[config.mk]
export PLATFORM = sky130hd
export DESIGN_NAME = tbs_table_ctrl
export DESIGN_NICKNAME = d
export VERILOG_FILES = /design/src/shared/tbs_pkg.sv /design/src/rtl/tbs_base_select.sv /design/src/rtl/tbs_domain_check.sv /design/src/rtl/tbs_table_ctrl.sv
export SDC_FILE = /design/constraint.sdc
export NUM_CORES = 1
export LEC_CHECK = 0
export BUFFER_PORTS_ARGS = -buffer_cell sky130_fd_sc_hd__buf_2
export CAP_MARGIN = 10
export CELL_PAD_IN_SITES_DETAIL_PLACEMENT = 1
export CELL_PAD_IN_SITES_GLOBAL_PLACEMENT = 2
export CORE_MARGIN = 5
export CORE_UTILIZATION = 30
export DETAILED_ROUTE_END_ITERATION = 10
export GPL_ROUTABILITY_DRIVEN = 1
export GPL_TIMING_DRIVEN = 0
export PLACE_DENSITY_LB_ADDON = 0.25
export SLEW_MARGIN = 20
export SYNTH_ARGS = -nofsm -noshare
export SYNTH_HDL_FRONTEND = slang
export SYNTH_HIERARCHICAL = 1
export SYNTH_SLANG_ARGS = --single-unit
export TNS_END_PERCENT = 20
[constraint.sdc]
create_clock -name i_ref_clk -period 7 [get_ports i_ref_clk]
set_clock_uncertainty 0.2 [all_clocks]
set_input_delay 0.7 -clock i_ref_clk [delete_from_list [all_inputs] [get_ports i_ref_clk]]
set_output_delay 0.7 -clock i_ref_clk [all_outputs]
set_load 0.005 [all_outputs]
[src/shared/tbs_pkg.sv]
// Function
// - walk disable base one gives section fault
// - walk disable base zero gives section fault
// - clear disable bits allow walk, world privilege
// - boundary field encodes 16KB down to 128B
// - boundary zero always selects base zero
// - upper address bits zero select base zero
// - secure write under lock is undefined
// - user mode access is undefined
// - secure and non-secure register copies
// - control register at op1 0 c2 c0 2
// - domain register at op1 0 c3 c0 0
// - sixteen two-bit domain fields
// - domain code 00 gives domain fault
// - domain code 01 checks permissions
// - domain code 10 gives domain fault
// - domain code 11 bypasses permission checks
// - base zero address bits used follow boundary; base one always from bit 14
package tbs_pkg;
  localparam logic [2:0] TBS_OP1_CTRL = 3'h0;
  localparam logic [3:0] TBS_CRN_CTRL = 4'h2;
  localparam logic [3:0] TBS_CRM_CTRL = 4'h0;
  localparam logic [2:0] TBS_OP2_CTRL = 3'h2;
  localparam logic [2:0] TBS_OP1_DOM = 3'h0;
  localparam logic [3:0] TBS_CRN_DOM = 4'h3;
  localparam logic [3:0] TBS_CRM_DOM = 4'h0;
  localparam logic [2:0] TBS_OP2_DOM = 3'h0;
  localparam int TBS_BND_LSB = 0;
  localparam int TBS_BND_W = 3;
  localparam int TBS_WD0_BIT = 4;
  localparam int TBS_WD1_BIT = 5;
  localparam logic [31:0] TBS_CTRL_MASK = 32'h0000_0037;
  localparam logic [31:0] TBS_CTRL_RST = 32'h0000_0000;
  localparam logic [31:0] TBS_DOM_RST = 32'h0000_0000;
  localparam int TBS_NUM_DOM = 16;
  localparam logic [1:0] TBS_DOM_NOACC = 2'h0;
  localparam logic [1:0] TBS_DOM_CLIENT = 2'h1;
  localparam logic [1:0] TBS_DOM_RSVD = 2'h2;
  localparam logic [1:0] TBS_DOM_MANAGER = 2'h3;
  localparam logic [1:0] TBS_BASE_ALIGN_LSB = 2'h0;
  localparam logic [4:0] TBS_BASE_LSB_MAX = 5'h0E;
endpackage : tbs_pkg

[src/rtl/tbs_base_select.sv]
`timescale 1ns/100ps
`default_nettype none
module tbs_base_select
  import tbs_pkg::*;
(
  // control
  input wire logic [2:0] i_boundary,
  input wire logic [31:0] i_virtual_address,
  // result
  output logic o_use_base_one,
  output logic [4:0] o_base_lsb
);
  logic [6:0] hi_bits;
  logic [6:0] hi_mask;
  // bits 31..25 of the address; N picks how many of them must be zero
  assign hi_bits = i_virtual_address[31:25];
  genvar g;
  generate
    for (g = 0; g < 7; g++) begin : g_mask
      assign hi_mask[g] = (32'(i_boundary) >= 32'(7 - g));
    end
  endgenerate
  assign o_use_base_one = (i_boundary != 3'h0) && ((hi_bits & hi_mask) != 7'h00);
  // lowest base address bit taken: 14 at N=0 down to 7 at N=7
  assign o_base_lsb = TBS_BASE_LSB_MAX - {2'h0, i_boundary};
endmodule : tbs_base_select
`default_nettype wire

[src/rtl/tbs_domain_check.sv]
`timescale 1ns/100ps
`default_nettype none
module tbs_domain_check
  import tbs_pkg::*;
(
  // control
  input wire logic [31:0] i_domain_reg,
  input wire logic [3:0] i_domain,
  // result
  output logic o_domain_fault,
  output logic o_check_perm
);
  logic [1:0] fields [TBS_NUM_DOM];
  logic [1:0] sel;
  genvar g;
  generate
    for (g = 0; g < TBS_NUM_DOM; g++) begin : g_fld
      assign fields[g] = i_domain_reg[2*g+1:2*g];
    end
  endgenerate
  assign sel = fields[i_domain];
  assign o_domain_fault = (sel == TBS_DOM_NOACC) || (sel == TBS_DOM_RSVD);
  assign o_check_perm = (sel == TBS_DOM_CLIENT);
endmodule : tbs_domain_check
`default_nettype wire

[src/rtl/tbs_table_ctrl.sv]
`timescale 1ns/100ps
`default_nettype none
module tbs_table_ctrl
  import tbs_pkg::*;
(
  // clock and reset
  input wire logic i_ref_clk,
  input wire logic i_reset,
  // coprocessor transfer
  input wire logic i_cp_valid,
  input wire logic i_cp_write,
  input wire logic [2:0] i_cp_op1,
  input wire logic [3:0] i_cp_crn,
  input wire logic [3:0] i_cp_crm,
  input wire logic [2:0] i_cp_op2,
  input wire logic [31:0] i_cp_wdata,
  input wire logic i_privileged,
  input wire logic i_secure,
  input wire logic i_secure_reg_write_lock,
  // lookup
  input wire logic i_lookup_valid,
  input wire logic i_tlb_miss,
  input wire logic [31:0] i_virtual_address,
  input wire logic [3:0] i_tlb_domain,
  // coprocessor answer
  output logic o_cp_done,
  output logic o_cp_undef,
  output logic o_cp_hit,
  output logic [31:0] o_cp_rdata,
  // lookup answer
  output logic o_lookup_done,
  output logic o_walk_start,
  output logic o_walk_secure,
  output logic o_walk_base_one,
  output logic [4:0] o_walk_base_lsb,
  output logic o_section_fault,
  output logic o_domain_fault,
  output logic o_check_perm
);
  logic [31:0] ctrl_s_r, ctrl_ns_r, dom_s_r, dom_ns_r;
  logic [31:0] ctrl_s_nxt, ctrl_ns_nxt, dom_s_nxt, dom_ns_nxt;
  logic cp_done_r, cp_undef_r, cp_hit_r;
  logic [31:0] cp_rdata_r;
  logic lk_done_r, walk_r, walk_sec_r, base_one_r, sec_fault_r, dom_fault_r, chk_r;
  logic [4:0] base_lsb_r;

  wire logic hit_ctrl;
  wire logic hit_dom;
  wire logic hit;
  wire logic undef;
  wire logic wr_ok;
  wire logic [31:0] ctrl_cur;
  wire logic [31:0] dom_cur;
  wire logic use_one;
  wire logic [4:0] base_lsb;
  wire logic disabled;
  wire logic dfault;
  wire logic chk;

  assign hit_ctrl = (i_cp_op1 == TBS_OP1_CTRL) && (i_cp_crn == TBS_CRN_CTRL) &&
                    (i_cp_crm == TBS_CRM_CTRL) && (i_cp_op2 == TBS_OP2_CTRL);
  assign hit_dom = (i_cp_op1 == TBS_OP1_DOM) && (i_cp_crn == TBS_CRN_DOM) &&
                   (i_cp_crm == TBS_CRM_DOM) && (i_cp_op2 == TBS_OP2_DOM);
  assign hit = i_cp_valid && (hit_ctrl || hit_dom);
  // user mode, or locked secure write, both refuse the transfer
  assign undef = hit && (!i_privileged ||
                 (i_cp_write && i_secure && i_secure_reg_write_lock));
  assign wr_ok = hit && i_cp_write && !undef;
  // the world of the current access picks the bank
  assign ctrl_cur = i_secure ? ctrl_s_r : ctrl_ns_r;
  assign dom_cur = i_secure ? dom_s_r : dom_ns_r;

  // unused bits held at zero, so they read back zero
  assign ctrl_s_nxt = (wr_ok && hit_ctrl && i_secure) ?
                      (i_cp_wdata & TBS_CTRL_MASK) : ctrl_s_r;
  assign ctrl_ns_nxt = (wr_ok && hit_ctrl && !i_secure) ?
                       (i_cp_wdata & TBS_CTRL_MASK) : ctrl_ns_r;
  assign dom_s_nxt = (wr_ok && hit_dom && i_secure) ? i_cp_wdata : dom_s_r;
  assign dom_ns_nxt = (wr_ok && hit_dom && !i_secure) ? i_cp_wdata : dom_ns_r;

  tbs_base_select u_sel (
    .i_boundary(ctrl_cur[TBS_BND_LSB +: TBS_BND_W]),
    .i_virtual_address(i_virtual_address),
    .o_use_base_one(use_one),
    .o_base_lsb(base_lsb)
  );

  tbs_domain_check u_dom (
    .i_domain_reg(dom_cur),
    .i_domain(i_tlb_domain),
    .o_domain_fault(dfault),
    .o_check_perm(chk)
  );

  assign disabled = use_one ? ctrl_cur[TBS_WD1_BIT] : ctrl_cur[TBS_WD0_BIT];

  always_ff @(posedge i_ref_clk) begin
    if (i_reset) begin
      ctrl_s_r <= TBS_CTRL_RST;
      ctrl_ns_r <= TBS_CTRL_RST;
      dom_s_r <= TBS_DOM_RST;
      dom_ns_r <= TBS_DOM_RST;
    end else begin
      ctrl_s_r <= ctrl_s_nxt;
      ctrl_ns_r <= ctrl_ns_nxt;
      dom_s_r <= dom_s_nxt;
      dom_ns_r <= dom_ns_nxt;
    end
  end

  always_ff @(posedge i_ref_clk) begin
    if (i_reset) begin
      cp_done_r <= 1'b0;
      cp_undef_r <= 1'b0;
      cp_hit_r <= 1'b0;
      cp_rdata_r <= 32'h0000_0000;
    end else begin
      cp_done_r <= hit;
      cp_undef_r <= undef;
      cp_hit_r <= i_cp_valid && (hit_ctrl || hit_dom);
      cp_rdata_r <= (hit && !i_cp_write && !undef) ?
                    (hit_ctrl ? ctrl_cur : dom_cur) : 32'h0000_0000;
    end
  end

  always_ff @(posedge i_ref_clk) begin
    if (i_reset) begin
      lk_done_r <= 1'b0;
      walk_r <= 1'b0;
      walk_sec_r <= 1'b0;
      base_one_r <= 1'b0;
      base_lsb_r <= 5'h00;
      sec_fault_r <= 1'b0;
      dom_fault_r <= 1'b0;
      chk_r <= 1'b0;
    end else begin
      lk_done_r <= i_lookup_valid;
      walk_r <= i_lookup_valid && i_tlb_miss && !disabled;
      walk_sec_r <= i_secure;
      base_one_r <= use_one;
      base_lsb_r <= use_one ? TBS_BASE_LSB_MAX : base_lsb;
      sec_fault_r <= i_lookup_valid && i_tlb_miss && disabled;
      dom_fault_r <= i_lookup_valid && !i_tlb_miss && dfault;
      chk_r <= i_lookup_valid && !i_tlb_miss && chk;
    end
  end

  assign o_cp_done = cp_done_r;
  assign o_cp_undef = cp_undef_r;
  assign o_cp_hit = cp_hit_r;
  assign o_cp_rdata = cp_rdata_r;
  assign o_lookup_done = lk_done_r;
  assign o_walk_start = walk_r;
  assign o_walk_secure = walk_sec_r;
  assign o_walk_base_one = base_one_r;
  assign o_walk_base_lsb = base_lsb_r;
  assign o_section_fault = sec_fault_r;
  assign o_domain_fault = dom_fault_r;
  assign o_check_perm = chk_r;

  // assertions
  wire logic lk_hit;
  wire logic lk_miss;
  wire logic [1:0] dom_code;
  assign lk_hit = i_lookup_valid && !i_tlb_miss;
  assign lk_miss = i_lookup_valid && i_tlb_miss;
  // field of the entry's domain in the current world's bank
  assign dom_code = dom_cur[{i_tlb_domain, 1'b0} +: 2];

  AST_WD1: assert property (@(posedge i_ref_clk) disable iff (i_reset)
    i_lookup_valid && i_tlb_miss && use_one && ctrl_cur[TBS_WD1_BIT]
    |=> o_section_fault && !o_walk_start)
    else $error("base one disabled but no section fault");
  AST_WD0: assert property (@(posedge i_ref_clk) disable iff (i_reset)
    i_lookup_valid && i_tlb_miss && !use_one && ctrl_cur[TBS_WD0_BIT]
    |=> o_section_fault && !o_walk_start)
    else $error("base zero disabled but no section fault");
  AST_WALK: assert property (@(posedge i_ref_clk) disable iff (i_reset)
    i_lookup_valid && i_tlb_miss && !disabled
    |=> o_walk_start && (o_walk_secure == $past(i_secure)))
    else $error("walk missing or wrong world");
  AST_N0: assert property (@(posedge i_ref_clk) disable iff (i_reset)
    ctrl_cur[2:0] == 3'h0 |=> !o_walk_base_one)
    else $error("boundary zero did not pick base zero");
  AST_HI: assert property (@(posedge i_ref_clk) disable iff (i_reset)
    ctrl_cur[2:0] == 3'h7 && i_virtual_address[31:25] == 7'h00 |=> !o_walk_base_one)
    else $error("zero upper bits did not pick base zero");
  AST_HI1: assert property (@(posedge i_ref_clk) disable iff (i_reset)
    ctrl_cur[2:0] == 3'h1 && i_virtual_address[31] |=> o_walk_base_one)
    else $error("set top bit did not pick base one");
  AST_LOCK: assert property (@(posedge i_ref_clk) disable iff (i_reset)
    i_cp_valid && hit_dom && i_cp_write && i_secure && i_secure_reg_write_lock
    |=> o_cp_undef && $stable(dom_s_r))
    else $error("locked secure write not refused");
  AST_USER: assert property (@(posedge i_ref_clk) disable iff (i_reset)
    hit && !i_privileged |=> o_cp_undef)
    else $error("user access not refused");
  AST_BANK: assert property (@(posedge i_ref_clk) disable iff (i_reset)
    wr_ok && hit_dom && !i_secure |=> $stable(dom_s_r) && dom_ns_r == $past(i_cp_wdata))
    else $error("non-secure write reached wrong bank");
  AST_MGR: assert property (@(posedge i_ref_clk) disable iff (i_reset)
    lk_hit && (dom_code == TBS_DOM_MANAGER)
    |=> !o_check_perm && !o_domain_fault)
    else $error("manager domain was checked or faulted");

  // transfer decode and answer
  AST_CP_HIT: assert property (@(posedge i_ref_clk) disable iff (i_reset)
    i_cp_valid && (hit_ctrl || hit_dom)
    |=> o_cp_done && o_cp_hit)
    else $error("addressed transfer not answered");
  AST_CP_IGNORE: assert property (@(posedge i_ref_clk) disable iff (i_reset)
    !hit
    |=> !o_cp_done && !o_cp_undef && (o_cp_rdata == 32'h0000_0000))
    else $error("answer without addressed transfer");
  AST_RD_CTRL: assert property (@(posedge i_ref_clk) disable iff (i_reset)
    hit && hit_ctrl && !i_cp_write && i_privileged
    |=> !o_cp_undef && (o_cp_rdata == $past(ctrl_cur)))
    else $error("control read returned wrong bank");
  AST_RD_DOM: assert property (@(posedge i_ref_clk) disable iff (i_reset)
    hit && hit_dom && !i_cp_write && i_privileged
    |=> !o_cp_undef && (o_cp_rdata == $past(dom_cur)))
    else $error("domain read returned wrong bank");
  AST_WR_S_CTRL: assert property (@(posedge i_ref_clk) disable iff (i_reset)
    wr_ok && hit_ctrl && i_secure
    |=> $stable(ctrl_ns_r) && (ctrl_s_r == ($past(i_cp_wdata) & TBS_CTRL_MASK)))
    else $error("secure control write reached wrong bank");
  AST_WR_NS_CTRL: assert property (@(posedge i_ref_clk) disable iff (i_reset)
    wr_ok && hit_ctrl && !i_secure
    |=> $stable(ctrl_s_r) && (ctrl_ns_r == ($past(i_cp_wdata) & TBS_CTRL_MASK)))
    else $error("non-secure control write reached wrong bank");
  AST_WR_S_DOM: assert property (@(posedge i_ref_clk) disable iff (i_reset)
    wr_ok && hit_dom && i_secure
    |=> $stable(dom_ns_r) && (dom_s_r == $past(i_cp_wdata)))
    else $error("secure domain write reached wrong bank");
  AST_IDLE_KEEP: assert property (@(posedge i_ref_clk) disable iff (i_reset)
    !wr_ok
    |=> $stable(ctrl_s_r) && $stable(ctrl_ns_r) && $stable(dom_s_r) && $stable(dom_ns_r))
    else $error("register changed without a legal write");
  AST_LOCK_CTRL: assert property (@(posedge i_ref_clk) disable iff (i_reset)
    i_cp_valid && hit_ctrl && i_cp_write && i_secure && i_secure_reg_write_lock
    |=> o_cp_undef && $stable(ctrl_s_r))
    else $error("locked secure control write not refused");
  AST_NS_UNLOCKED: assert property (@(posedge i_ref_clk) disable iff (i_reset)
    hit && i_cp_write && i_privileged && !i_secure && i_secure_reg_write_lock
    |=> !o_cp_undef)
    else $error("non-secure write refused under lock");
  AST_LOCK_READ: assert property (@(posedge i_ref_clk) disable iff (i_reset)
    hit && !i_cp_write && i_privileged && i_secure_reg_write_lock
    |=> !o_cp_undef)
    else $error("privileged read refused under lock");
  AST_USER_RD: assert property (@(posedge i_ref_clk) disable iff (i_reset)
    hit && !i_privileged
    |=> (o_cp_rdata == 32'h0000_0000))
    else $error("user access returned register data");
  AST_UNUSED: assert property (@(posedge i_ref_clk) disable iff (i_reset)
    ((ctrl_s_r | ctrl_ns_r) & ~TBS_CTRL_MASK) == 32'h0000_0000)
    else $error("unused control bits not zero");

  // reset state
  AST_RST_OUT: assert property (@(posedge i_ref_clk)
    $past(i_reset)
    |-> !o_cp_done && !o_cp_undef && !o_lookup_done && !o_walk_start && !o_section_fault)
    else $error("outputs active after reset");
  AST_RST_REG: assert property (@(posedge i_ref_clk)
    $past(i_reset) |-> (ctrl_s_r == TBS_CTRL_RST) && (ctrl_ns_r == TBS_CTRL_RST)
    && (dom_s_r == TBS_DOM_RST) && (dom_ns_r == TBS_DOM_RST))
    else $error("registers not at reset value");

  // lookup answer
  AST_LK_DONE: assert property (@(posedge i_ref_clk) disable iff (i_reset)
    i_lookup_valid
    |=> o_lookup_done)
    else $error("lookup not answered");
  AST_LK_IDLE: assert property (@(posedge i_ref_clk) disable iff (i_reset)
    !i_lookup_valid |=> !o_lookup_done && !o_walk_start
    && !o_section_fault && !o_domain_fault && !o_check_perm)
    else $error("lookup answer without lookup");
  AST_HIT_NO_WALK: assert property (@(posedge i_ref_clk) disable iff (i_reset)
    lk_hit
    |=> !o_walk_start && !o_section_fault)
    else $error("walk or section fault on a hit");
  AST_MISS_NO_DOM: assert property (@(posedge i_ref_clk) disable iff (i_reset)
    lk_miss
    |=> !o_domain_fault && !o_check_perm)
    else $error("domain result on a miss");
  AST_NOACC: assert property (@(posedge i_ref_clk) disable iff (i_reset)
    lk_hit && (dom_code == TBS_DOM_NOACC)
    |=> o_domain_fault && !o_check_perm)
    else $error("no-access domain did not fault");
  AST_CLIENT: assert property (@(posedge i_ref_clk) disable iff (i_reset)
    lk_hit && (dom_code == TBS_DOM_CLIENT)
    |=> o_check_perm && !o_domain_fault)
    else $error("client domain not checked");
  AST_RSVD: assert property (@(posedge i_ref_clk) disable iff (i_reset)
    lk_hit && (dom_code == TBS_DOM_RSVD)
    |=> o_domain_fault && !o_check_perm)
    else $error("reserved domain did not fault");

  // base selection
  AST_N0_LSB: assert property (@(posedge i_ref_clk) disable iff (i_reset)
    ctrl_cur[2:0] == 3'h0
    |=> (o_walk_base_lsb == TBS_BASE_LSB_MAX))
    else $error("boundary zero used wrong base bits");
  AST_N3_ZERO: assert property (@(posedge i_ref_clk) disable iff (i_reset)
    ctrl_cur[2:0] == 3'h3 && i_virtual_address[31:29] == 3'h0
    |=> !o_walk_base_one && (o_walk_base_lsb == TBS_BASE_LSB_MAX - 5'h03))
    else $error("boundary three base zero wrong");
  AST_N3_ONE: assert property (@(posedge i_ref_clk) disable iff (i_reset)
    ctrl_cur[2:0] == 3'h3 && i_virtual_address[29]
    |=> o_walk_base_one)
    else $error("boundary three did not pick base one");
  AST_N7_LSB: assert property (@(posedge i_ref_clk) disable iff (i_reset)
    ctrl_cur[2:0] == 3'h7 && i_virtual_address[31:25] == 7'h00
    |=> (o_walk_base_lsb == TBS_BASE_LSB_MAX - 5'h07))
    else $error("boundary seven used wrong base bits");
  AST_BASE1_LSB: assert property (@(posedge i_ref_clk) disable iff (i_reset)
    ctrl_cur[2:0] != 3'h0 && i_virtual_address[31]
    |=> o_walk_base_one && (o_walk_base_lsb == TBS_BASE_LSB_MAX))
    else $error("base one used wrong base bits");
  COV_FAULT: cover property (@(posedge i_ref_clk) o_section_fault);
  COV_WALK1: cover property (@(posedge i_ref_clk) o_walk_start && o_walk_base_one);
  COV_UNDEF: cover property (@(posedge i_ref_clk) o_cp_undef);
  COV_DOMF: cover property (@(posedge i_ref_clk) o_domain_fault);
  COV_MGR: cover property (@(posedge i_ref_clk) lk_hit && (dom_code == TBS_DOM_MANAGER));
endmodule : tbs_table_ctrl
`default_nettype wire

## Word level (Yosys, flattened, before mapping)

Cells that the tools add are included.

- Register bits after elaboration: 120
- Input bits: 91
- Output and inout port bits: 47
- Word-level logic and storage cells: 85

- $add $sub $neg: 1
- Order comparisons: 8
- Equality and inequality tests: 5
- Muxes and demuxes: 8
- Bitwise operators: 3
- Reductions and logical operators: 44

Operator list:

| operator | number |
|---|---|
| $mux 32 | 2 |
| $logic_and 1x1->1 | 27 |
| $ge 3x3->1 const B | 4 |
| $bmux 2 s4 | 1 |
| $eq 4x2->1 const B | 2 |
| $and 7x7->7 | 1 |
| $reduce_bool 7->1 | 1 |
| $ge 3x2->1 const B | 2 |
| $logic_not 1->1 | 6 |
| $logic_not 3->1 | 2 |
| $mux 6 | 1 |
| $ge 5x5->1 const B | 1 |
| $not 4->5 | 1 |
| $sub 4x3->5 const A | 1 |
| $logic_not 4->1 | 1 |
| $mux 2 | 2 |
| $mux 4 | 1 |
| $reduce_or 2->1 | 2 |
| $eq 3x2->1 const B | 1 |
| $ge 3x1->1 const B | 1 |
| $logic_or 1x1->1 | 3 |
| $reduce_bool 3->1 | 1 |
| $eq 2x1->1 const B | 1 |
| $eq 2x2->1 const B | 1 |
| other kinds (3) | 3 |

## Longest topological paths before layout

Gate-level depths: netlist (run 1).

- Depth after elaboration: 11
- Gate-level depth with buffers: 11
- Gate-level depth less buffers: 9

## Modules after synthesis

Netlist (run 1), hierarchy kept.

Modules (own cells, without submodules):

| module | times used | cells each | area each (µm²) | seq. area each (µm²) |
|---|---|---|---|---|
| tbs_table_ctrl | 1 | 499 | 5032.3 | 2402.3 |
| tbs_domain_check | 1 | 21 | 287.8 | 0.0 |
| tbs_base_select | 1 | 25 | 175.2 | 0.0 |

## Least setup slack after synthesis (run 1)

No wires, ideal clock.

- Path kind: input to register
- From: input i_secure
- To: register sec_fault_r (netlist: o_section_fault)
- Setup time: 115 ps
- Arrival: 2956 ps
- Data required time: 6685 ps
- Path slack: 3729 ps
- Stages on the path: 10
- Buffers on the path: 2
- Cell sequence: buf_4 -> clkbuf_1 -> mux2_2 -> ha_1 -> nor3_1 -> o22ai_1 -> o31ai_1 -> o21ai_1 -> mux4_2 -> and3_1

- Longest elaborated chain between the ends: 7
- Elaborated cells between the ends (all ways): 14
- Those cells by class: 7 x order compare; 2 x mux; 1 x bitwise; 4 x reduce/logical

RTL lines:

| element | line | text |
|---|---|---|
| from (decl) | tbs_table_ctrl.sv:18 | `input wire logic i_secure,` |
| $mux 6 (*) | tbs_table_ctrl.sv:70 | `assign ctrl_cur = i_secure ? ctrl_s_r : ctrl_ns_r;` |
| via ctrl_cur[0] | tbs_table_ctrl.sv:52 | `wire logic [31:0] ctrl_cur;` |
| $ge 3x3->1 (tied with other cells) | tbs_base_select.sv:20 | `assign hi_mask[g] = (32'(i_boundary) >= 32'(7 - g));` |
| $and 7x7->7 | tbs_base_select.sv:23 | `assign o_use_base_one = (i_boundary != 3'h0) && ((hi_bits & hi_mask) != 7'h00);` |
| $reduce_bool 7->1 | tbs_base_select.sv:23 |  |
| $logic_and 1x1->1 (*) | tbs_base_select.sv:23 |  |
| via use_one | tbs_table_ctrl.sv:54 | `wire logic use_one;` |
| $mux 1 (*) | tbs_table_ctrl.sv:95 | `assign disabled = use_one ? ctrl_cur[TBS_WD1_BIT] : ctrl_cur[TBS_WD0_BIT];` |
| $logic_and 1x1->1 (*) | tbs_table_ctrl.sv:142 | `sec_fault_r <= i_lookup_valid && i_tlb_miss && disabled;` |
| to (signal assigned) | tbs_table_ctrl.sv:142 |  |
| to (decl) | tbs_table_ctrl.sv:44 | `logic lk_done_r, walk_r, walk_sec_r, base_one_r, sec_fault_r, dom_fault_r, chk_r;` |

The timed path passes the listed nets; every way through them passes the cells marked *.
A chain may end at the register's enable or synchronous reset.

## Worst setup path in the final report (run 1)

Same ends and word-level chain as after synthesis.

==> results of run 1 <==
-- flip-flops by register name, indices dropped and copies added (netlist names), 5 cells and up --
signal and count:
o_walk_base_lsb 5, ctrl_s_r 5, dom_ns_r 32, o_cp_rdata 32
dom_s_r 32, ctrl_ns_r 5
-- critical path: stages --
cell and delay [ns]:
buf_4 0.14, clkbuf_1 0.57, mux2_2 0.51, inv_1 0.11, ha_1 0.14, nor3_1 0.05
o22ai_1 0.19, a21oi_1 0.06, o21ai_1 0.58, mux4_2 0.45, and3_1 0.21
-- path summary, 6_finish.rpt --
path,to,depth (start not counted),from
min reg2reg,dom_ns_r[20],2,dom_ns_r[20]
min,dom_ns_r[20],2,dom_ns_r[20]
max,o_section_fault,11,i_secure
max reg2reg,o_section_fault,9,ctrl_s_r[1]
-- cell type report --
cell class                      count  area, um2
Clock inverter                     12      125.1
Multi-Input combinational cell    377       2855
Timing Repair Buffer              109      545.5
Clock buffer                       20      466.7
Buffer                             45      226.5
Sequential cell                   120       2402
Fill cell                        2113      11110
Tap cell                          229      286.5
Inverter                            3      11.26
-- cells by family (layout without fill, tap and decap cells) --
logic type               Yosys count  in the layout  share of synthesized area [%]
AND/OR/NAND/NOR                  200            200                          23.20
flip-flops                       120            120                          43.72
multiplexers                      91             91                          19.69
AO/OA/AOI/OAI                     78             78                          7.536
buffers and inverters             48            189                          4.326
adder cells (fa/ha/maj)            5              5                          1.138
XOR/XNOR                           2              2                         0.3188
other                              1              1                        0.06824
-- power by group --
group          total, mW  internal, mW  switching (mW)  leakage, nW
Clock              0.863         0.549           0.313        0.288
Combinational     0.0837        0.0358          0.0479         1.73
Sequential         0.686         0.686        0.000484        0.968
-- cell usage after synthesis (all sizes together), types with 3 or more instances --
master | n | area, um2
a21oi | 36 | 180.2
mux4 | 9 | 217.7
buf | 18 | 125.1
nor2b | 31 | 193.9
nor4 | 3 | 48.80
nor3b | 3 | 22.52
and3 | 3 | 23.77
nand2b | 76 | 475.5
clkbuf | 27 | 101.4
nor3 | 4 | 20.02
mux2 | 35 | 394.1
nand3 | 7 | 35.03
ha | 5 | 62.56
nor2 | 19 | 73.82
dfxtp | 120 | 2402
or4 | 3 | 26.27
mux2i | 47 | 470.5
inv | 3 | 11.26
nand2 | 4 | 15.01
nand4 | 34 | 227.7
o21ai | 34 | 170.2
-- stage by stage --
stage               util [%]  power [mW]
floorplan                  -      0.7408
global placement       35.10      0.7844
detailed placement     35.10      0.7853
CTS                    38.39       1.656
global route           38.39       1.695
finish                 38.39       1.632
-- per-layer routing --
metal  GRT usage, %  wire length [um]  vias up
met5              0                13        -
met4          5.457               394        2
met3          4.235               672       24
met2          27.84              8487      102
met1          21.88              8139     2251
li1               -                 -     2193
==> reports/metrics.csv, run 1 <==
metric,value,unit
"Seq/Total Area, Yosys",43.72,%
pwr/cell area,235.9,nW/um2
die width,145.3,um
Fin Setup TNS,0,ns
clock sinks,120,
"most common cell after layout, fill and taps aside",dfxtp_1,
VDD IR max,142.7,uV
initial drt markers,178,
worst skew pair latency,0.41,ns
drt drc,0,
via count,4572,
Initial Util,30.49,%
Final Setup Violations,0,
total track usage,16.94,%
"EDFF count, synth",0,
die area,21120,um2
Vias/cell,4.997,
post-DP HPWL,13.24,mm
routability cong.,0.7855,
run status,"complete, no violations",
"Gates resized, CTS repair",0,
DP Area,6327,um2
hold crit path type,reg2reg,
IO Pins,138,
"Cell Area, Synth",5495,um2
Core ar.,18020,um2
Slew Limit Fails,0,
ys flop type,dfxtp_1,
relative slew slack,48.32,%
initial antenna violation count,1,
Root Buffer,clkbuf_16,
nature of the critical path startpoint,input pin,
Hold Buf Count CTS,0,
most frequent cells in the layout,"120 x dfxtp_1, 119 x buf_2, 76 x nand2b_1",
FP Rows,49,
synth warn,6,
Synth cell types,47,
Syn Nets,641,
Vert. Die Dim,145.3,um
Max Cap Viol,0,
Avg WL per Cell,19.35,um
asr flop ratio synth,0,%
Port Buffers,109,
Post-Syn Area per Cell,10.08,um2
Final period util,51.87,%
fin cells,915,
flop-to-flop setup slack,4.22,ns
drt pass-1 iters,4,
first-pass GRT wire length,28.06,mm
postcts setup bufs,0,
CTS buffer count,17,
f_max,275.4,MHz
Final #Nets,769,
vias in the first global route,4894,
Post-Route WL,17.71,mm
Crit Path Max Fanout,10,
cell area after layout,6919,um2
GRT Residual Overflow,0,
worst slew pin tran,0.7695,ns
Setup Crit Path Kind,in2reg,
area grow syn2layout,25.91,%
Worst Setup End Kind,flip-flop,
largest net degree at the start of global routing,17,
Setup WS pre-CTS,2.887,ns
worst hold slack,0.2700,ns
# placed instances,883,
Fin. Hold Viols,0,
post-route minimum period,3.631,ns
"Reg clk slew, reported paths",0.05,ns
Yosys reg bits,120,
H-tree Lvls,4,
leak pwr,2.990,nW
ANT cells,0,
Routed Antenna Nets,0,
Synth Instances,545,
unrepaired setup endpoints after global routing,false,
Clock Path Buffers,2,
CTS tree,built,
required time of the critical path,7.09,ns
share of layout cells above drive strength 1,30.61,%
final worst setup slack,3.369,ns
Critical Path AT,3.72,ns
(Power assumes the default switching activity.)
==> inputs of run 2 (changes only) <==
==> constraint.sdc (replaced) <==
create_clock -name i_ref_clk -period 3.7 [get_ports i_ref_clk]
set_clock_uncertainty 0.2 [all_clocks]
set_input_delay 0.37 -clock i_ref_clk [delete_from_list [all_inputs] [get_ports i_ref_clk]]
set_output_delay 0.37 -clock i_ref_clk [all_outputs]
set_load 0.005 [all_outputs]
==> run 2 against run 1 <==
Net effect:
- sequential share of layout area down 0.050 points
- first-iteration DRC count up 0.56%
- power is 89% higher
- sequential power grew 90%
- clock power grew 89%
- sequential cell count did not move
- register-to-register slack worse by 3.3 ns
==> reports/metrics.csv, run 2 (synthesized netlist as in run 1, its figures left out) <==
metric,value,unit,change
largest net degree at the start of global routing,17,,unchanged
Critical Path AT,3.39,ns,-0.33 ns
post-route minimum period,3.294,ns,
Final Setup Violations,0,,unchanged
leak pwr,2.994,nW,+0.14%
Slowest Stage Delay on Critical Path,0.58,ns,about the same
min-delay src,i_cp_wdata[24],,
Pint,2.405,mW,+89%
Avg WL per Cell,19.38,um,+0.14%
Max Cap Viol,0,,unchanged
reg2reg start,ctrl_s_r[1],,
worst r2r dst,o_section_fault,,
required time of the critical path,3.79,ns,-3.30 ns
CTS buffer count,17,,unchanged
FP Rows,49,,unchanged
"Reg clk slew, reported paths",0.05,ns,about the same
IO Pins,138,,unchanged
Gate power share,5.2,%,about the same
Final period util,89.04,%,
pwr/cell area,445.5,nW/um2,+89%
post-DP HPWL,13.24,mm,unchanged
PnR Total Power,3.087,mW,+89%
Crit path depth,11,,unchanged
Hold Path Stages,3,,+1
run status,"complete, no violations",,
f_max,303.6,MHz,
Vert. Die Dim,145.3,um,unchanged
Initial Util,30.49,%,unchanged
Post-Route WL,17.75,mm,+0.25%
Fin. Hold Viols,0,,unchanged
"Max stage delay cell, worst path",o21ai_1,,
Worst Setup End Kind,flip-flop,,
"most common cell after layout, fill and taps aside",dfxtp_1,,
worst hold path endpoint,dom_ns_r[24],,
H-tree Lvls,4,,unchanged
# placed instances,883,,unchanged
via count,4581,,+0.20%
die area,21120,um2,unchanged
worst slew pin tran,0.7777,ns,+0.008198 ns
clock sinks,120,,unchanged
postcts setup bufs,0,,unchanged
GRT Residual Overflow,0,,unchanged
flop-to-flop setup slack,0.92,ns,-3.30 ns
Vias/cell,5.001,,about the same
drt pass-1 iters,5,,+1
total track usage,16.96,%,+0.020 points
initial antenna violation count,1,,unchanged
cell area after layout,6929,um2,+0.14%
worst skew pair latency,0.41,ns,about the same
most frequent cells in the layout,"120 x dfxtp_1, 119 x buf_2, 76 x nand2b_1",,
cells on worst reg2reg path,9,,unchanged
hold crit path type,in2reg,,
nature of the critical path startpoint,input pin,,
"Core Util, Final",38.44,%,+0.056 points
Crit Path Max Fanout,10,,unchanged
Filler Cell Count,2111,,-0.095%
Root Buffer,clkbuf_16,,
Core ar.,18020,um2,unchanged
CP Cell Sequence,"buf_4, clkbuf_1, mux2_2, inv_1, ha_1, nor3_1, o22ai_1, a21oi_1, o21ai_1, mux4_2, and3_1",,
switching pwr,0.6822,mW,+89%
vias in the first global route,4899,,+0.10%
relative slew slack,47.77,%,-0.55 points
Clock Path Buffers,2,,unchanged
routability cong.,0.7855,,unchanged
Setup Crit Path Kind,in2reg,,
Final #Nets,770,,+0.13%
drt drc,0,,unchanged
unrepaired setup endpoints after global routing,false,,
CTS tree,built,,
clock network power share,52.8,%,about the same
Sw Ratio,22.10,%,-0.053 points
initial drt markers,179,,+0.56%
Slew Limit Fails,0,,unchanged
worst hold slack,0.03321,ns,-0.2368 ns
Routed Antenna Nets,0,,unchanged
Top delay family on crit path,multiplexers,,
fin cells,916,,+0.11%
ANT cells,0,,unchanged
Port Buffers,109,,unchanged
DP Area,6327,um2,unchanged
VDD IR max,271.1,uV,+90%
Buffers & Inverters on Critical Path,3,,unchanged
die width,145.3,um,unchanged
sequential share of power,42.0,%,about the same
area grow syn2layout,26.09,%,
first-pass GRT wire length,28.10,mm,+0.15%
share of layout cells above drive strength 1,30.57,%,-0.045 points
-- run 2: changes by cell type in the layout (fill, tap and decap cells not counted) --
cell | previous run | this run
dlygate4sd3_1 | 0 | 1
-- run 2: how the worst max path moves through the flow --
| stage | slack [ns] | end | from |
|---|---|---|---|
| after detailed placement | -0.08 | o_section_fault | i_secure |
| after global placement | 0.02 | o_section_fault | i_secure |
| after floorplan | 0.76 | o_section_fault | i_secure |
| after CTS | 0.37 | o_section_fault | i_secure |
| after global routing | 0.21 | o_section_fault | i_secure |
| final | 0.41 | o_section_fault | i_secure |
-- run 2: layer usage --
layer	track usage (%)	part of all wire, %
met1	21.92	46
met3	4.204	3.8
met4	5.457	2.3
met2	27.88	48
met5	0	0.073
-- run 2: layout make-up --
| cell class | count | area, um2 | share of cell area [%] |
|---|---|---|---|
| Buffer | 45 | 226.5 | 3.268 |
| Clock buffer | 20 | 466.7 | 6.735 |
| Sequential cell | 120 | 2402 | 34.67 |
| Clock inverter | 12 | 125.1 | 1.806 |
| Tap cell | 229 | 286.5 | 4.135 |
| Timing Repair Buffer | 110 | 555.5 | 8.017 |
| Multi-Input combinational cell | 377 | 2855 | 41.21 |
| Inverter | 3 | 11.26 | 0.1625 |
-- run 2: power groups by stage --
stage | logic (mW) | registers (mW) | clock network (mW)
3_5_place_dp | 0.160 | 1.33 | 0
5_1_grt | 0.173 | 1.30 | 1.74
2_1_floorplan | 0.0749 | 1.33 | 0
3_3_place_gp | 0.158 | 1.33 | 0
4_1_cts | 0.161 | 1.30 | 1.68
6_report | 0.159 | 1.30 | 1.63
-- run 2: metrics by stage --
| stage | setup TNS [ns] | setup WS, ns |
|---|---|---|
| 2_1_floorplan | 0 | 0.7589 |
| 3_3_place_gp | 0 | 0.01568 |
| 3_5_place_dp | -0.08341 | -0.08341 |
| 4_1_cts | 0 | 0.3679 |
| 5_1_grt | 0 | 0.2136 |
| 6_report | 0 | 0.4057 |
-- run 2: tightest hold or removal path, delay by kind of cell --
family | cells | cell delay (ns)
buffers and inverters | 1 | 0.11
multiplexers | 1 | 0.05
AND/OR/NAND/NOR | 1 | 0.06
-- run 2: timing repair --
action / in CTS / in global routing
hold buffers: 1 / 0
endpoints found under the hold margin: 1 / 0
gates resized for setup: 0 / 0
==> inputs of run 3 (changes only) <==
--- a/config.mk
+++ b/config.mk
@@ -5,12 +5,13 @@
 export SDC_FILE = /design/constraint.sdc
 export NUM_CORES = 1
 export LEC_CHECK = 0
+export ABC_AREA = 1
 export BUFFER_PORTS_ARGS = -buffer_cell sky130_fd_sc_hd__buf_2
 export CAP_MARGIN = 10
 export CELL_PAD_IN_SITES_DETAIL_PLACEMENT = 1
 export CELL_PAD_IN_SITES_GLOBAL_PLACEMENT = 2
 export CORE_MARGIN = 5
-export CORE_UTILIZATION = 30
+export CORE_UTILIZATION = 29
 export DETAILED_ROUTE_END_ITERATION = 10
 export GPL_ROUTABILITY_DRIVEN = 1
 export GPL_TIMING_DRIVEN = 0
==> run 3 against run 2 <==
Net effect:
- clock power grew 7%
- highest routed layer is now met4
- die area up 6.8%
- non-clock buffer count grew 2
- global-route usage rose by 0.21 points
==> reports/metrics.csv, run 3 <==
metric,value,unit,change
Crit Path Max Fanout,10,,unchanged
"Seq/Total Area, Yosys",42.16,%,-1.6 points
synth cell count leaders,"200 x nor2_1, 176 x nand2_1, 120 x dfxtp_1",,
worst slew pin tran,0.6595,ns,-0.1182 ns
cells on worst reg2reg path,14,,+5
Post-Syn Area per Cell,6.703,um2,-34%
unrepaired setup endpoints after global routing,false,,
Initial Util,29.37,%,-1.1 points
Clock Path Buffers,2,,unchanged
area grow syn2layout,26.31,%,
H-tree Lvls,4,,unchanged
drt pass-1 iters,5,,unchanged
Synth cell types,30,,-36%
Pint,2.533,mW,+5.3%
Fin Setup TNS,0,ns,unchanged
worst skew pair latency,0.41,ns,about the same
Fin. Hold Viols,0,,unchanged
FP Rows,51,,+4.1%
largest net degree at the start of global routing,17,,unchanged
Synth top area share,42.16,%,-1.6 points
VDD IR max,276.2,uV,+1.8%
routability cong.,0.7599,,-3.3%
Syn Nets,946,,+48%
IO Pins,138,,unchanged
ys flop type,dfxtp_1,,
f_max,348.6,MHz,+15%
Final Setup Violations,0,,unchanged
CTS buffer count,17,,unchanged
Worst Setup End Kind,flip-flop,,
Buffers & Inverters on Critical Path,5,,+2
hold crit path type,in2reg,,
Top delay family on crit path,simple AND/OR/NAND/NOR gates,,
Setup WS pre-CTS,0.3426,ns,+0.4261 ns
vias in the first global route,5443,,+11%
Final #Nets,1075,,+40%
cell area after layout,7197,um2,+3.9%
post-route minimum period,2.869,ns,-0.4255 ns
DP Area,6575,um2,+3.9%
Critical Path AT,3.02,ns,-0.37 ns
most common cell in the netlist,nor2_1,,
CP Cell Sequence,"buf_2, inv_1, clkbuf_1, nand2_1, nand2_1, ha_1, nor2_1, nand2_1, nand2_1, nand2_1, nor2_1, nor2_1, inv_1, o21ai_1, inv_1, nor2_1",,
nature of the critical path startpoint,input pin,,
die width,150.2,um,+3.3%
"most common cell after layout, fill and taps aside",nor2_1,,
"Cell Area, Synth",5698,um2,+3.7%
"Max stage delay cell, worst path",clkbuf_1,,
first-pass GRT wire length,29.70,mm,+5.7%
Setup Crit Path Kind,in2reg,,
asr flop ratio synth,0,%,unchanged
flop-to-flop setup slack,1.29,ns,+0.37 ns
CTS tree,built,,
final worst setup slack,0.8312,ns,+0.4255 ns
worst hold path endpoint,o_lookup_done,,
total track usage,17.17,%,+0.21 points
sequential share of power,39.6,%,-2.4 points
relative slew slack,56.04,%,+8.3 points
leak pwr,3.656,nW,+22%
GRT Residual Overflow,0,,unchanged
clock sinks,120,,unchanged
switching pwr,0.7440,mW,+9.0%
Slew Limit Fails,0,,unchanged
Gate power share,7.2,%,+2.0 points
critical path's most frequent cell,nand2_1,,
share of layout cells above drive strength 1,21.09,%,-9.5 points
reg2reg start,ctrl_ns_r[0],,
Vias/cell,4.397,,-12%
Slowest Stage Delay on Critical Path,0.41,ns,-0.17 ns
area of the multi-input gates,2571,um2,-9.9%
most frequent cells in the layout,"200 x nor2_1, 176 x nand2_1, 120 x dfxtp_1",,
pwr/cell area,455.4,nW/um2,+2.2%
Avg WL per Cell,14.92,um,-23%
Root Buffer,clkbuf_16,,
post-synth top area cell,dfxtp_1,,
Sw Ratio,22.70,%,+0.60 points
clock network power share,53.2,%,+0.4 points
Hold Path Stages,3,,unchanged
via count,5523,,+21%
initial drt markers,191,,+6.7%
ANT cells,0,,unchanged
Filler Cell Count,2573,,+22%
drt drc,0,,unchanged
Synth Instances,850,,+56%
Port Buffers,109,,unchanged
Vert. Die Dim,150.2,um,+3.3%
top post-synthesis cells by area,"dfxtp_1 42%, nor2_1 13%, nand2_1 12%, nand3_1 9.0%, inv_1 7.1%",,
"EDFF count, synth",0,,unchanged
min-delay src,i_lookup_valid,,
worst r2r dst,o_walk_start,,
Yosys reg bits,120,,unchanged
"Gates resized, CTS repair",0,,unchanged
Core ar.,19400,um2,+7.6%
Final period util,77.53,%,-12 points
initial antenna violation count,0,,-1
die area,22550,um2,+6.8%
synth warn,6,,unchanged
post-DP HPWL,13.67,mm,+3.3%
run status,"complete, no violations",,
required time of the critical path,3.85,ns,+0.06 ns
FF+latch area,2402,um2,unchanged
"Reg clk slew, reported paths",0.06,ns,about the same
Routed Antenna Nets,0,,unchanged
Max Cap Viol,0,,unchanged
Post-Route WL,18.74,mm,+5.6%
==> run 3: logic make-up (layout without fill, tap and decap cells) <==
logic type      after synthesis  count (layout)  share of synthesized area (%)
compound gates               34              34                          2.986
buf+inv                     158             299                          12.71
fa+ha+maj                     5               5                          1.098
xor+xnor                      1               1                         0.1537
other cells                   1               1                        0.06581
flops                       120             120                          42.16
simple gates                531             531                          40.82
==> run 3: per-stage QoR <==
step	hold WS (ns)	instances	total power [mW]	utilization [%]
2_1_floorplan	0.2461	850	1.460	-
3_3_place_gp	0.2562	1224	1.561	33.89
3_5_place_dp	0.2654	1224	1.561	33.89
4_1_cts	0.01334	1256	3.319	37.10
5_1_grt	0.02941	1256	3.417	37.10
6_report	0.02507	1256	3.277	37.10
==> run 3: routing by layer <==
layer / up-vias / global-route usage [%] / wire, um
met5: - / 0 / 0
met2: 104 / 26.99 / 8551
li1: 2826 / - / -
met1: 2573 / 23.96 / 9146
met4: 0 / 5.261 / 262
met3: 20 / 3.161 / 778
==> run 3: layout make-up <==
type                            instances  share of cell area, %
Sequential cell                       120                  33.38
Multi-Input combinational cell        572                  35.73
Clock inverter                          9                  2.051
Timing Repair Buffer                  110                  7.719
Tap cell                              265                  4.607
Inverter                              111                  5.859
Clock buffer                           22                  6.450
Buffer                                 47                  4.207
==> run 3: power groups by stage <==
stage / Sequential (mW) / Combinational (mW) / Clock, mW
after detailed placement: 1.33 / 0.235 / 0
after global routing: 1.30 / 0.263 / 1.86
after global placement: 1.33 / 0.235 / 0
final: 1.30 / 0.235 / 1.74
after floorplan: 1.33 / 0.133 / 0
after CTS: 1.30 / 0.237 / 1.78
==> run 3: worst max path at each step <==
| stage | from | end | cells past startpoint |
|---|---|---|---|
| 4_1_cts | i_secure | o_walk_start | 16 |
| 2_1_floorplan | i_secure | o_walk_start | 16 |
| 3_5_place_dp | i_secure | o_walk_start | 16 |
| 6_report | i_secure | o_walk_start | 16 |
| 5_1_grt | i_secure | o_walk_start | 16 |
| 3_3_place_gp | i_secure | o_walk_start | 16 |
==> run 3: repair_timing <==
| item | 4_1_cts | 5_1_grt |
|---|---|---|
| hold endpoints to repair | 2 | 0 |
| setup buffers | 0 | 0 |
| hold buffers | 1 | 0 |
==> run 3: tightest hold or removal path, delay by kind of cell <==
family / cells / cell delay (ns)
buffers and inverters: 2 / 0.16
and+or+nand+nor: 1 / 0.07
